File: config.mk
export PLATFORM = sky130hd
export DESIGN_NAME = e1_alarm_hdlc_irq_status
export DESIGN_NICKNAME = d
export VERILOG_FILES = /design/src/irq_pkg.sv /design/src/e1_alarm_hdlc_irq_status.sv /design/src/edge_flag.sv
export SDC_FILE = /design/constraint.sdc
export NUM_CORES = 1
export LEC_CHECK = 0
export BUFFER_PORTS_ARGS = -buffer_cell sky130_fd_sc_hd__buf_2
export CAP_MARGIN = 10
export CORE_MARGIN = 2
export CORE_UTILIZATION = 47
export DETAILED_ROUTE_END_ITERATION = 16
export PLACE_DENSITY = 0.8
export SLEW_MARGIN = 20
export SYNTH_ARGS = -nofsm -noshare
export SYNTH_HDL_FRONTEND = slang
export SYNTH_HIERARCHICAL = 1
export SYNTH_SLANG_ARGS = --single-unit
File: constraint.sdc
create_clock -name aclk -period 2.7 [get_ports aclk]
set_clock_uncertainty 0.2 [all_clocks]
set_input_delay 0.405 -clock aclk [delete_from_list [all_inputs] [get_ports aclk]]
set_output_delay 0.405 -clock aclk [all_outputs]
set_load 0.005 [all_outputs]
File: src/irq_pkg.sv
package irq_pkg;

  // ==========================================================================
  // Register byte offsets
  localparam logic [7:0] OFS_ALARM_STATUS = 8'h00;
  localparam logic [7:0] OFS_ALARM_ENABLE = 8'h04;
  localparam logic [7:0] OFS_LINK_STATUS  = 8'h08;
  localparam logic [7:0] OFS_LINK_ENABLE  = 8'h0c;
  localparam logic [7:0] OFS_LINK_CLEAR   = 8'h10;
  localparam logic [7:0] OFS_ALARM_CLEAR  = 8'h14;
  localparam logic [7:0] OFS_ALARM_STATE  = 8'h18;

  // ==========================================================================
  // Field positions
  localparam int BIT_TS16      = 0;
  localparam int BIT_CAS_MF    = 1;
  localparam int BIT_CRC_MF    = 2;
  localparam int BIT_RX_LOS    = 3;
  localparam int BIT_TS16_LVL  = 4;
  localparam int BIT_TX_DONE   = 4;
  localparam int BIT_RX_BEGIN  = 5;
  localparam int BIT_TX_BEGIN  = 6;
  localparam int BIT_MSG_KIND  = 7;
  localparam int ALARM_EVENTS  = 4;
  localparam int LINK_EV_LO    = 4;
  localparam int LINK_EV_HI    = 6;

  // ==========================================================================
  // Reset values and bus answers
  localparam logic [7:0]  RST_BYTE    = 8'h00;
  localparam logic [3:0]  RST_NIBBLE  = 4'h0;
  localparam logic [2:0]  RST_LINK_EN = 3'h0;
  localparam logic [1:0]  RESP_OKAY   = 2'h0;
  localparam logic [1:0]  RESP_SLVERR = 2'h2;
  localparam logic [31:0] ZERO_WORD   = 32'h0000_0000;

endpackage : irq_pkg

File: src/e1_alarm_hdlc_irq_status.sv
// Local design decisions: the AXI4-Lite interface to the registers and the register offsets.
`timescale 1ns/1ps
`default_nettype none

module e1_alarm_hdlc_irq_status (
  input  wire logic        aclk,
  input  wire logic        aresetn,
  // AXI4-Lite slave
  input  wire logic [7:0]  s_axi_awaddr,
  input  wire logic        s_axi_awvalid,
  output logic             s_axi_awready,
  input  wire logic [31:0] s_axi_wdata,
  input  wire logic [3:0]  s_axi_wstrb,
  input  wire logic        s_axi_wvalid,
  output logic             s_axi_wready,
  output logic [1:0]       s_axi_bresp,
  output logic             s_axi_bvalid,
  input  wire logic        s_axi_bready,
  input  wire logic [7:0]  s_axi_araddr,
  input  wire logic        s_axi_arvalid,
  output logic             s_axi_arready,
  output logic [31:0]      s_axi_rdata,
  output logic [1:0]       s_axi_rresp,
  output logic             s_axi_rvalid,
  input  wire logic        s_axi_rready,
  // Framer alarm levels
  input  wire logic        rx_signal_loss,
  input  wire logic        crc_mf_locked,
  input  wire logic        cas_mf_locked,
  input  wire logic        ts16_all_ones_alarm,
  // Second HDLC controller events
  input  wire logic        tx_msg_begin,
  input  wire logic        rx_msg_begin,
  input  wire logic        tx_msg_done,
  input  wire logic        rx_msg_kind_valid,
  input  wire logic        rx_msg_kind,
  // Interrupt
  output logic             irq
);
  import irq_pkg::*;

  // ==========================================================================
  // State
  localparam int LINK_EVENTS = LINK_EV_HI - LINK_EV_LO + 1;
  logic [3:0]  alarm_lvl_r;
  logic [3:0]  alarm_flag;
  logic [2:0]  link_flag;
  logic [3:0]  alarm_irq_enable_r;
  logic [2:0]  link_en_r;
  logic        link_message_kind_r;
  logic        aw_held_r;
  logic [7:0]  aw_addr_r;
  logic        w_held_r;
  logic [31:0] w_data_r;
  logic        w_lane0_r;
  logic        rd_busy_r;
  logic        irq_r;

  // ==========================================================================
  // Alarm change detection: any toggle of a framer level is an event
  wire  [3:0]  alarm_lvl_now = {rx_signal_loss, crc_mf_locked, cas_mf_locked,
                                ts16_all_ones_alarm};
  wire  [3:0]  alarm_ev;
  assign alarm_ev[BIT_TS16]   = alarm_lvl_now[BIT_TS16] ^ alarm_lvl_r[BIT_TS16];
  assign alarm_ev[BIT_CAS_MF] = alarm_lvl_now[BIT_CAS_MF] ^ alarm_lvl_r[BIT_CAS_MF];
  assign alarm_ev[BIT_CRC_MF] = alarm_lvl_now[BIT_CRC_MF] ^ alarm_lvl_r[BIT_CRC_MF];
  assign alarm_ev[BIT_RX_LOS] = alarm_lvl_now[BIT_RX_LOS] ^ alarm_lvl_r[BIT_RX_LOS];

  // Link events in status order bit 4..6
  wire  [2:0]  link_ev = {tx_msg_begin,
                          rx_msg_begin,
                          tx_msg_done};

  // ==========================================================================
  // Address decode, one select per register on the read side
  wire         ra_alarm_st  = (s_axi_araddr == OFS_ALARM_STATUS);
  wire         ra_alarm_en  = (s_axi_araddr == OFS_ALARM_ENABLE);
  wire         ra_link_st   = (s_axi_araddr == OFS_LINK_STATUS);
  wire         ra_link_en   = (s_axi_araddr == OFS_LINK_ENABLE);
  wire         ra_link_clr  = (s_axi_araddr == OFS_LINK_CLEAR);
  wire         ra_alarm_clr = (s_axi_araddr == OFS_ALARM_CLEAR);
  wire         ra_alarm_lvl = (s_axi_araddr == OFS_ALARM_STATE);

  // Write selects look at the held address
  wire         wa_alarm_st  = (aw_addr_r == OFS_ALARM_STATUS);
  wire         wa_alarm_en  = (aw_addr_r == OFS_ALARM_ENABLE);
  wire         wa_link_st   = (aw_addr_r == OFS_LINK_STATUS);
  wire         wa_link_en   = (aw_addr_r == OFS_LINK_ENABLE);
  wire         wa_link_clr  = (aw_addr_r == OFS_LINK_CLEAR);
  wire         wa_alarm_clr = (aw_addr_r == OFS_ALARM_CLEAR);
  wire         wa_alarm_lvl = (aw_addr_r == OFS_ALARM_STATE);

  // ==========================================================================
  // Bus decode
  wire         wr_fire   = aw_held_r && w_held_r && !s_axi_bvalid;
  wire         rd_fire   = s_axi_arvalid && s_axi_arready;
  wire         rd_alarm  = rd_fire && ra_alarm_st;
  wire         rd_link   = rd_fire && ra_link_st;
  wire         wr_hit    = wr_fire && w_lane0_r;
  wire         wr_a_en   = wr_hit && wa_alarm_en;
  wire         wr_l_en   = wr_hit && wa_link_en;
  wire         wr_a_clr  = wr_hit && wa_alarm_clr;
  wire         wr_l_clr  = wr_hit && wa_link_clr;
  // Status and level registers ignore a write but answer OKAY
  wire         wr_known  = wa_alarm_st || wa_alarm_en || wa_link_st || wa_link_en
                        || wa_link_clr || wa_alarm_clr || wa_alarm_lvl;
  // Clear registers read back as zero
  wire         rd_known  = ra_alarm_st || ra_alarm_en || ra_link_st || ra_link_en
                        || ra_link_clr || ra_alarm_clr || ra_alarm_lvl;

  // Clear by read of status or by write-one to clear register
  wire  [3:0]  alarm_clr = ({4{rd_alarm}}
                          | ({4{wr_a_clr}} & w_data_r[3:0]));
  wire  [2:0]  link_clr  = ({3{rd_link}}
                          | ({3{wr_l_clr}} & w_data_r[LINK_EV_HI:LINK_EV_LO]));

  // ==========================================================================
  // Sticky flags, set wins over clear
  edge_flag #(.N(ALARM_EVENTS)) u_alarm_flags (
    .aclk    (aclk),
    .aresetn (aresetn),
    .set_ev  (alarm_ev),
    .clr     (alarm_clr),
    .flag    (alarm_flag)
  );

  edge_flag #(.N(LINK_EVENTS)) u_link_flags (
    .aclk    (aclk),
    .aresetn (aresetn),
    .set_ev  (link_ev),
    .clr     (link_clr),
    .flag    (link_flag)
  );

  // ==========================================================================
  // Read data mux
  wire  [7:0]  alarm_status_byte = {3'h0, alarm_lvl_r[BIT_TS16], alarm_flag};
  wire  [7:0]  link_status_byte  = {link_message_kind_r, link_flag, 4'h0};
  wire  [7:0]  alarm_state_byte  = {4'h0, alarm_lvl_r};
  wire  [7:0]  alarm_enable_byte = {4'h0, alarm_irq_enable_r};
  wire  [7:0]  link_enable_byte  = {1'b0, link_en_r, 4'h0};
  wire  [7:0]  rd_byte =
      ra_alarm_st  ? alarm_status_byte :
      ra_alarm_en  ? alarm_enable_byte :
      ra_link_st   ? link_status_byte :
      ra_link_en   ? link_enable_byte :
      ra_alarm_lvl ? alarm_state_byte : RST_BYTE;

  // ==========================================================================
  // Interrupt: alarm enables are active low, link enables active high
  wire         irq_nxt = |(alarm_flag & ~alarm_irq_enable_r)
                       | |(link_flag & link_en_r);

  // Framer level history
  always_ff @(posedge aclk)
  begin
    if (!aresetn)
      alarm_lvl_r <= RST_NIBBLE;
    else
      alarm_lvl_r <= alarm_lvl_now;
  end

  // Message kind of last received message
  always_ff @(posedge aclk)
  begin
    if (!aresetn)
      link_message_kind_r <= 1'b0;
    else if (rx_msg_kind_valid)
      link_message_kind_r <= rx_msg_kind;
  end

  // Enable registers
  always_ff @(posedge aclk)
  begin
    if (!aresetn)
    begin
      alarm_irq_enable_r <= RST_NIBBLE;
      link_en_r          <= RST_LINK_EN;
    end
    else
    begin
      if (wr_a_en)
        alarm_irq_enable_r <= w_data_r[3:0];
      if (wr_l_en)
        link_en_r <= w_data_r[LINK_EV_HI:LINK_EV_LO];
    end
  end

  // Write address and data capture, either order
  always_ff @(posedge aclk)
  begin
    if (!aresetn)
    begin
      aw_held_r <= 1'b0;
      w_held_r  <= 1'b0;
      aw_addr_r <= RST_BYTE;
      w_data_r  <= ZERO_WORD;
      w_lane0_r <= 1'b0;
    end
    else
    begin
      if (s_axi_awvalid && s_axi_awready)
      begin
        aw_held_r <= 1'b1;
        aw_addr_r <= s_axi_awaddr;
      end
      else if (wr_fire)
        aw_held_r <= 1'b0;
      if (s_axi_wvalid && s_axi_wready)
      begin
        w_held_r  <= 1'b1;
        w_data_r  <= s_axi_wdata;
        w_lane0_r <= s_axi_wstrb[0];
      end
      else if (wr_fire)
        w_held_r <= 1'b0;
    end
  end

  // Address and data channels reopen only once the response is taken
  wire         aw_open = !aw_held_r && !(s_axi_awvalid && s_axi_awready) && !s_axi_bvalid;
  wire         w_open  = !w_held_r && !(s_axi_wvalid && s_axi_wready) && !s_axi_bvalid;

  // Write handshake and response
  always_ff @(posedge aclk)
  begin
    if (!aresetn)
    begin
      s_axi_awready <= 1'b0;
      s_axi_wready  <= 1'b0;
      s_axi_bvalid  <= 1'b0;
      s_axi_bresp   <= RESP_OKAY;
    end
    else
    begin
      s_axi_awready <= aw_open;
      s_axi_wready  <= w_open;
      if (wr_fire)
      begin
        s_axi_bvalid <= 1'b1;
        s_axi_bresp  <= wr_known ? RESP_OKAY : RESP_SLVERR;
      end
      else if (s_axi_bready)
        s_axi_bvalid <= 1'b0;
    end
  end

  // Read handshake and data
  always_ff @(posedge aclk)
  begin
    if (!aresetn)
    begin
      s_axi_arready <= 1'b0;
      s_axi_rvalid  <= 1'b0;
      s_axi_rdata   <= ZERO_WORD;
      s_axi_rresp   <= RESP_OKAY;
      rd_busy_r     <= 1'b0;
    end
    else
    begin
      s_axi_arready <= !rd_busy_r && !rd_fire;
      if (rd_fire)
      begin
        rd_busy_r    <= 1'b1;
        s_axi_rvalid <= 1'b1;
        s_axi_rdata  <= {24'h00_0000, rd_byte};
        s_axi_rresp  <= rd_known ? RESP_OKAY : RESP_SLVERR;
      end
      else if (s_axi_rvalid && s_axi_rready)
      begin
        s_axi_rvalid <= 1'b0;
        rd_busy_r    <= 1'b0;
      end
    end
  end

  // Registered interrupt output
  always_ff @(posedge aclk)
  begin
    if (!aresetn)
      irq_r <= 1'b0;
    else
      irq_r <= irq_nxt;
  end

  assign irq = irq_r;

endmodule : e1_alarm_hdlc_irq_status

`default_nettype wire

File: src/edge_flag.sv
`timescale 1ns/1ps
`default_nettype none

// ============================================================================
// Per-bit sticky event flags with set-over-clear
module edge_flag #(
  parameter int N = 4
) (
  input  wire logic         aclk,
  input  wire logic         aresetn,
  input  wire logic [N-1:0] set_ev,
  input  wire logic [N-1:0] clr,
  output logic      [N-1:0] flag
);
  import irq_pkg::*;

  genvar i;
  generate
    for (i = 0; i < N; i++)
    begin : g_bit
      // Event in the clearing cycle keeps the flag set
      always_ff @(posedge aclk)
      begin
        if (!aresetn)
          flag[i] <= 1'b0;
        else if (set_ev[i])
          flag[i] <= 1'b1;
        else if (clr[i])
          flag[i] <= 1'b0;
      end
    end
  endgenerate

endmodule : edge_flag

`default_nettype wire

==> results.sh, run 1 <==
export IMPL_rows=26
export IMPL_status="finished, final reports clean"
export IMPL_comb_power_share_pct=12.0
export IMPL_min_period_ns=2.18
export IMPL_synthToLayoutAreaGrowth_pct=13.2
export IMPL_reg2regPathDepth=6
export IMPL_clock_sinks=53
export IMPL_wirelength_um=5110
export IMPL_io_pins=110
export IMPL_power_density_nw_per_um2=522
export IMPL_cts_root_buffer="clkbuf_8"
export IMPL_net_switching_power_uw=368
export IMPL_grt_ovfl_total=0
export IMPL_crit_fanout=4
export IMPL_cts_buffers=5
export IMPL_ir_worst_vdd_mv=0.286
export IMPL_die_h_um=76.3
export IMPL_holdBufCountCts=0
export IMPL_drtAntennaViolNets=0
export IMPL_crit_end="u_link_flags/flag[1]"
export IMPL_final_util_pct=54.7
export IMPL_cp_arrival_ns=2.19
export IMPL_grt_pass1_vias=1808
export IMPL_start_util_pct=48.3
export IMPL_yosysUniqueCellTypes=39
export IMPL_synth_cells=280
export IMPL_antenna_found_initial=0
export IMPL_period_share_pct=80.8
export IMPL_routedWlPerCell_um=12.7
export IMPL_dp_hpwl_um=3660
export IMPL_p_sw_share_pct=25.4
export IMPL_grt_max_degree=34
export IMPL_avgViaCountPerCell=4.99
export IMPL_io_buffers=55
export IMPL_place_area_um2=2700
export IMPL_cts_max_level=2
export IMPL_fin_ws_ns=0.518
export IMPL_final_cell_mix="55 x buf_2, 53 x dfxtp_1, 40 x nand2_1"
export IMPL_crit_type="reg2reg"
export IMPL_place_ws_ns=0.399
export IMPL_yosysWarnings=6
export IMPL_clock_latency_ns=0.30
export IMPL_grt_first_pass_wirelength_um=8390
export IMPL_cap_violations=0
export IMPL_power_leakage_nw=1.21
export IMPL_worstReg2RegEnd="u_link_flags/flag[1]"
export IMPL_slew_headroom_pct=29.2
export IMPL_num_vias=2014
export IMPL_ff2ff_setup_slack_ns=0.52
export IMPL_synth_edff_count=0
export IMPL_crit_required_ns=2.71
export IMPL_drt_first_pass_iters=4
export IMPL_max_freq_mhz=458
export IMPL_synth_top_area_share_pct=43.2
export IMPL_finalSetupTns_ns=0
export IMPL_ys_seq_area_share_pct=43.2
export IMPL_slew_viol_final=0
export IMPL_synth_avg_cell_area_um2=8.76
export IMPL_core_um2=5070
export IMPL_synthTopCellsByArea="dfxtp_1 43%, buf_4 8.0%, nand2_1 6.1%"
export IMPL_diodes=0
export IMPL_worst_setup_path_end_kind="register"
export IMPL_synth_flop_cell="dfxtp_1"
export IMPL_fill_cells=523
export IMPL_final_hold_violation_count=0
export IMPL_startpoint="aw_addr_r[1]"
export IMPL_async_flop_share_pct=0
export IMPL_p_seq_share_pct=58.6
export IMPL_startpoint_type="register"
export IMPL_clk_pin_slew_ns=0.09
export IMPL_yosysTopAreaCell="dfxtp_1"
export IMPL_cts_resized=0
export IMPL_die_area_um2=5810
export IMPL_min_path_type="in2reg"
export IMPL_drc=0
export IMPL_track_usage_pct=17.8
export IMPL_cts_setup_buffers=0
export IMPL_cts_tree="done"
export IMPL_die_w_um=76.3
export IMPL_rsz0062_at_grt="false"
export IMPL_globalplace_congestion=0.910
export IMPL_first_iter_violations=88
export IMPL_power_frac_clock_pct=29.4
export IMPL_worstMarginPinSlew_ns=1.06
export IMPL_netlist_area_um2=2450
export IMPL_nets=401
export IMPL_layout_commonest_cell="buf_2"
export IMPL_cts_buffer_depth=2
export IMPL_rr_startpoint="aw_addr_r[1]"
export IMPL_drive_gt1_share_pct=22.5
export IMPL_final_area_um2=2780
export IMPL_ys_ff_latch=53
export IMPL_intPower_mw=1.08
export IMPL_setup_viol=0
synth_stat cells (2+ instances only):
cell and n:
dfxtp_1 53, nand2_1 40, a21oi_1 29, buf_4 26, nor2_1 12, o21ai_0 12
inv_1 11, mux2i_1 11, and2_1 8, clkbuf_1 7, nor2b_4 7, o21a_1 7
nor3_1 5, a21o_1 4, a41o_1 4, nand3_1 4, nand4_1 4, xor2_1 4
buf_1 3, nand2b_1 3, a221oi_1 2, a31oi_1 2, nand3b_1 2, nor2b_1 2
nor4_1 2, o22ai_1 2, or4_1 2
flip-flops by register name, indices dropped and copies added, names as in the netlist, 3 cells and up:
name / cells
alarm_irq_enable_r: 4
s_axi_rdata: 8
w_data_r: 7
u_alarm_flags/flag: 4
u_link_flags/flag: 3
link_en_r: 3
alarm_lvl_r: 4
aw_addr_r: 8
metal layers:
layer / vias to the layer above / track usage (%) / wire length [µm]
li1: 1013 / - / -
met1: 922 / 23.4 / 2350
met2: 72 / 28.9 / 2350
met3: 7 / 4.27 / 344
met4: 0 / 6.00 / 69
met5: - / 0 / 0
worst min-delay path by stage:
stage	startpoint	end	slack, ns	cells after the start
after CTS	rx_msg_begin	u_link_flags/flag[1]	0.1	2
final	rx_msg_begin	u_link_flags/flag[1]	0.10	2
after global placement	aw_held_r	s_axi_awready	0.24	1
after global routing	rx_msg_begin	u_link_flags/flag[1]	0.1	2
after detailed placement	rd_busy_r	s_axi_arready	0.24	1
after floorplan	aw_held_r	s_axi_awready	0.22	1
critical path: stages, from the launching register on:
cell and delay [ns]:
dfxtp_1 0.32, or4_4 0.57, nor4_2 0.28, nand3b_1 0.15, o21ai_0 0.35, nor2b_4 0.06, o21a_1 0.17
cell type report:
cell class	instances	area, µm²	share of cell area [%]
clock buffers	6	72.6	2.61
clock inverters	2	10.0	0.360
inverters	11	41.3	1.49
multi-input cells	204	1210	43.5
flip-flops and latches	53	1060	38.2
well taps	70	87.6	3.15
repair buffers	58	298	10.7
through the flow:
| stage | hold slack (ns) | power [mW] | cells |
|---|---|---|---|
| 2_1_floorplan | 0.216 | 0.999 | 305 |
| 3_3_place_gp | 0.237 | 1.04 | 396 |
| 3_5_place_dp | 0.244 | 1.04 | 396 |
| 4_1_cts | 0.0954 | 1.46 | 404 |
| 5_1_grt | 0.0971 | 1.53 | 404 |
| 6_report | 0.104 | 1.45 | 404 |
power by group through the flow:
stage,Clock (mW),Combinational (mW),Sequential (mW)
finish,0.426,0.174,0.850
global route,0.477,0.196,0.856
CTS,0.441,0.174,0.850
detailed placement,0,0.173,0.868
global placement,0,0.170,0.866
floorplan,0,0.137,0.861
cells by family after synthesis:
| logic type | count (synthesis) | synth area share [%] |
|---|---|---|
| other | 1 | 0.153 |
| XOR/XNOR | 4 | 1.43 |
| multiplexers | 11 | 4.49 |
| AND/OR/NAND/NOR | 98 | 23.1 |
| buffers and inverters | 48 | 11.4 |
| flip-flops | 53 | 43.2 |
| AO/OA/AOI/OAI | 65 | 16.2 |
Note: power is estimated with default switching activity, not from simulation.
==> inputs of run 2 (changes only) <==
==> constraint.sdc (replaced) <==
create_clock -name aclk -period 2.1 [get_ports aclk]
set_clock_uncertainty 0.2 [all_clocks]
set_input_delay 0.315 -clock aclk [delete_from_list [all_inputs] [get_ports aclk]]
set_output_delay 0.315 -clock aclk [all_outputs]
set_load 0.005 [all_outputs]
==> run 2 against run 1 <==
Against the previous run: critical path depth is the same; combinational power grew 39%; register-to-register slack got worse by 0.45 ns; core utilization is 2.4 points higher; largest power group unchanged.
==> results.sh, run 2 (synthesized netlist as in run 1, its figures left out) <==
export IMPL_status="finished, final reports clean"
export IMPL_die_h_um=76.3
export IMPL_num_vias=2035
export IMPL_p_seq_share_pct=57.5
export IMPL_max_freq_mhz=492
export IMPL_grt_pass1_vias=1853
export IMPL_worst_setup_path_end_kind="register"
export IMPL_rsz0062_at_grt="true"
export IMPL_multiInputGateArea_um2=1240
export IMPL_hold_depth=2
export IMPL_register_area_um2=1060
export IMPL_grt_ovfl_total=0
export IMPL_final_hold_violation_count=0
export IMPL_grt_first_pass_wirelength_um=8470
export IMPL_intPower_mw=1.43
export IMPL_crit_type="reg2reg"
export IMPL_final_cell_mix="55 x buf_2, 53 x dfxtp_1, 40 x nand2_1"
export IMPL_cts_setup_buffers=0
export IMPL_power_frac_clock_pct=29.8
export IMPL_routedWlPerCell_um=12.4
export IMPL_die_area_um2=5810
export IMPL_drc=0
export IMPL_clk_pin_slew_ns=0.08
export IMPL_cts_buffers=5
export IMPL_io_buffers=55
export IMPL_startpoint_type="register"
export IMPL_reg2regPathDepth=6
export IMPL_largest_registers="aw_addr_r: 8 flops, s_axi_rdata: 8 flops, w_data_r: 7 flops"
export IMPL_power_leakage_nw=1.27
export IMPL_p_total_mw=1.90
export IMPL_wirelength_um=5140
export IMPL_cp_arrival_ns=2.03
export IMPL_drive_gt1_share_pct=26.4
export IMPL_period_share_pct=96.8
export IMPL_core_um2=5070
export IMPL_p_sw_share_pct=24.6
export IMPL_slew_viol_final=0
export IMPL_first_iter_violations=76
export IMPL_dp_hpwl_um=3830
export IMPL_hold_ws_ns=0.0255
export IMPL_cts_max_level=2
export IMPL_layout_commonest_cell="buf_2"
export IMPL_avgViaCountPerCell=4.90
export IMPL_cts_buffer_depth=2
export IMPL_ir_worst_vdd_mv=0.546
export IMPL_cts_root_buffer="clkbuf_8"
export IMPL_synthToLayoutAreaGrowth_pct=18.3
export IMPL_power_density_nw_per_um2=655
export IMPL_min_path_type="in2reg"
export IMPL_clock_sinks=53
export IMPL_rows=26
export IMPL_crit_required_ns=2.10
export IMPL_antenna_found_initial=0
export IMPL_drtAntennaViolNets=0
export IMPL_min_period_ns=2.03
export IMPL_drt_first_pass_iters=4
export IMPL_nets=413
export IMPL_diodes=0
export IMPL_clock_latency_ns=0.30
export IMPL_io_pins=110
export IMPL_cap_violations=0
export IMPL_cts_tree="done"
export IMPL_track_usage_pct=17.8
export IMPL_globalplace_congestion=0.926
export IMPL_net_switching_power_uw=467
export IMPL_setup_viol=0
export IMPL_comb_power_share_pct=12.7
export IMPL_die_w_um=76.3
export IMPL_crit_fanout=4
export IMPL_grt_max_degree=34
export IMPL_start_util_pct=48.3
export IMPL_fill_cells=508
==> run 2: cell types whose count changed in the layout (fill, tap and decap cells not counted), sizes merged <==
cell	delta
buf	+12
clkbuf	+1
clkinv	-2
==> run 2: final cells by class <==
cell class                 count  area share (%)
timing repair buffer          70            13.4
clock buffer                   7            2.98
multi-input combinational    204            42.6
sequential                    53            36.6
inverter                      11            1.42
tap                           70            3.02
==> run 2: stage by stage <==
step                      instances  cell area [µm²]  util [%]  TNS, ns  setup WS, ns
after floorplan                 305             2560         -        0        0.0450
after global placement          408             2800      55.2        0        0.0311
after detailed placement        408             2800      55.2        0       0.00783
after CTS                       415             2890      57.0  -0.0433       -0.0198
after global routing            415             2900      57.2  -0.0868       -0.0288
final                           415             2900      57.2        0        0.0676
==> run 2: power by group through the flow <==
stage / sequential, mW / combinational (mW) / clock [mW]
after floorplan: 1.11 / 0.179 / 0
after global placement: 1.11 / 0.235 / 0
after detailed placement: 1.12 / 0.239 / 0
after CTS: 1.09 / 0.241 / 0.581
after global routing: 1.10 / 0.269 / 0.629
final: 1.09 / 0.241 / 0.566
==> run 2: final timing paths <==
check                                  start                   end  slack, ns
worst max-delay path            aw_addr_r[1]  u_link_flags/flag[1]       0.07
worst min-delay path             tx_msg_done  u_link_flags/flag[0]       0.03
worst max register to register  aw_addr_r[1]  u_link_flags/flag[1]       0.07
worst min register to register     rd_busy_r         s_axi_arready       0.26
==> run 2: per-layer routing <==
metal,track usage [%],vias to the layer above,wire (µm)
li1,-,1039,-
met1,22.4,925,2270
met2,30.5,67,2500
met3,4.38,4,321
met4,4.91,0,45
met5,0,-,0
==> run 2: worst max-delay path: stages (launching register included) <==
cell and delay [ns]:
dfxtp_1 0.32, or4_4 0.59, nor4_4 0.17, nand3b_1 0.21, o21ai_2 0.24, nor2b_4 0.05
o21a_1 0.16
==> run 2: what timing repair did <==
item | CTS | global route
hold buffers | 0 | 0
endpoints found under the setup margin | 3 | 9
pin swaps | 0 | 2
gates resized for setup | 1 | 3
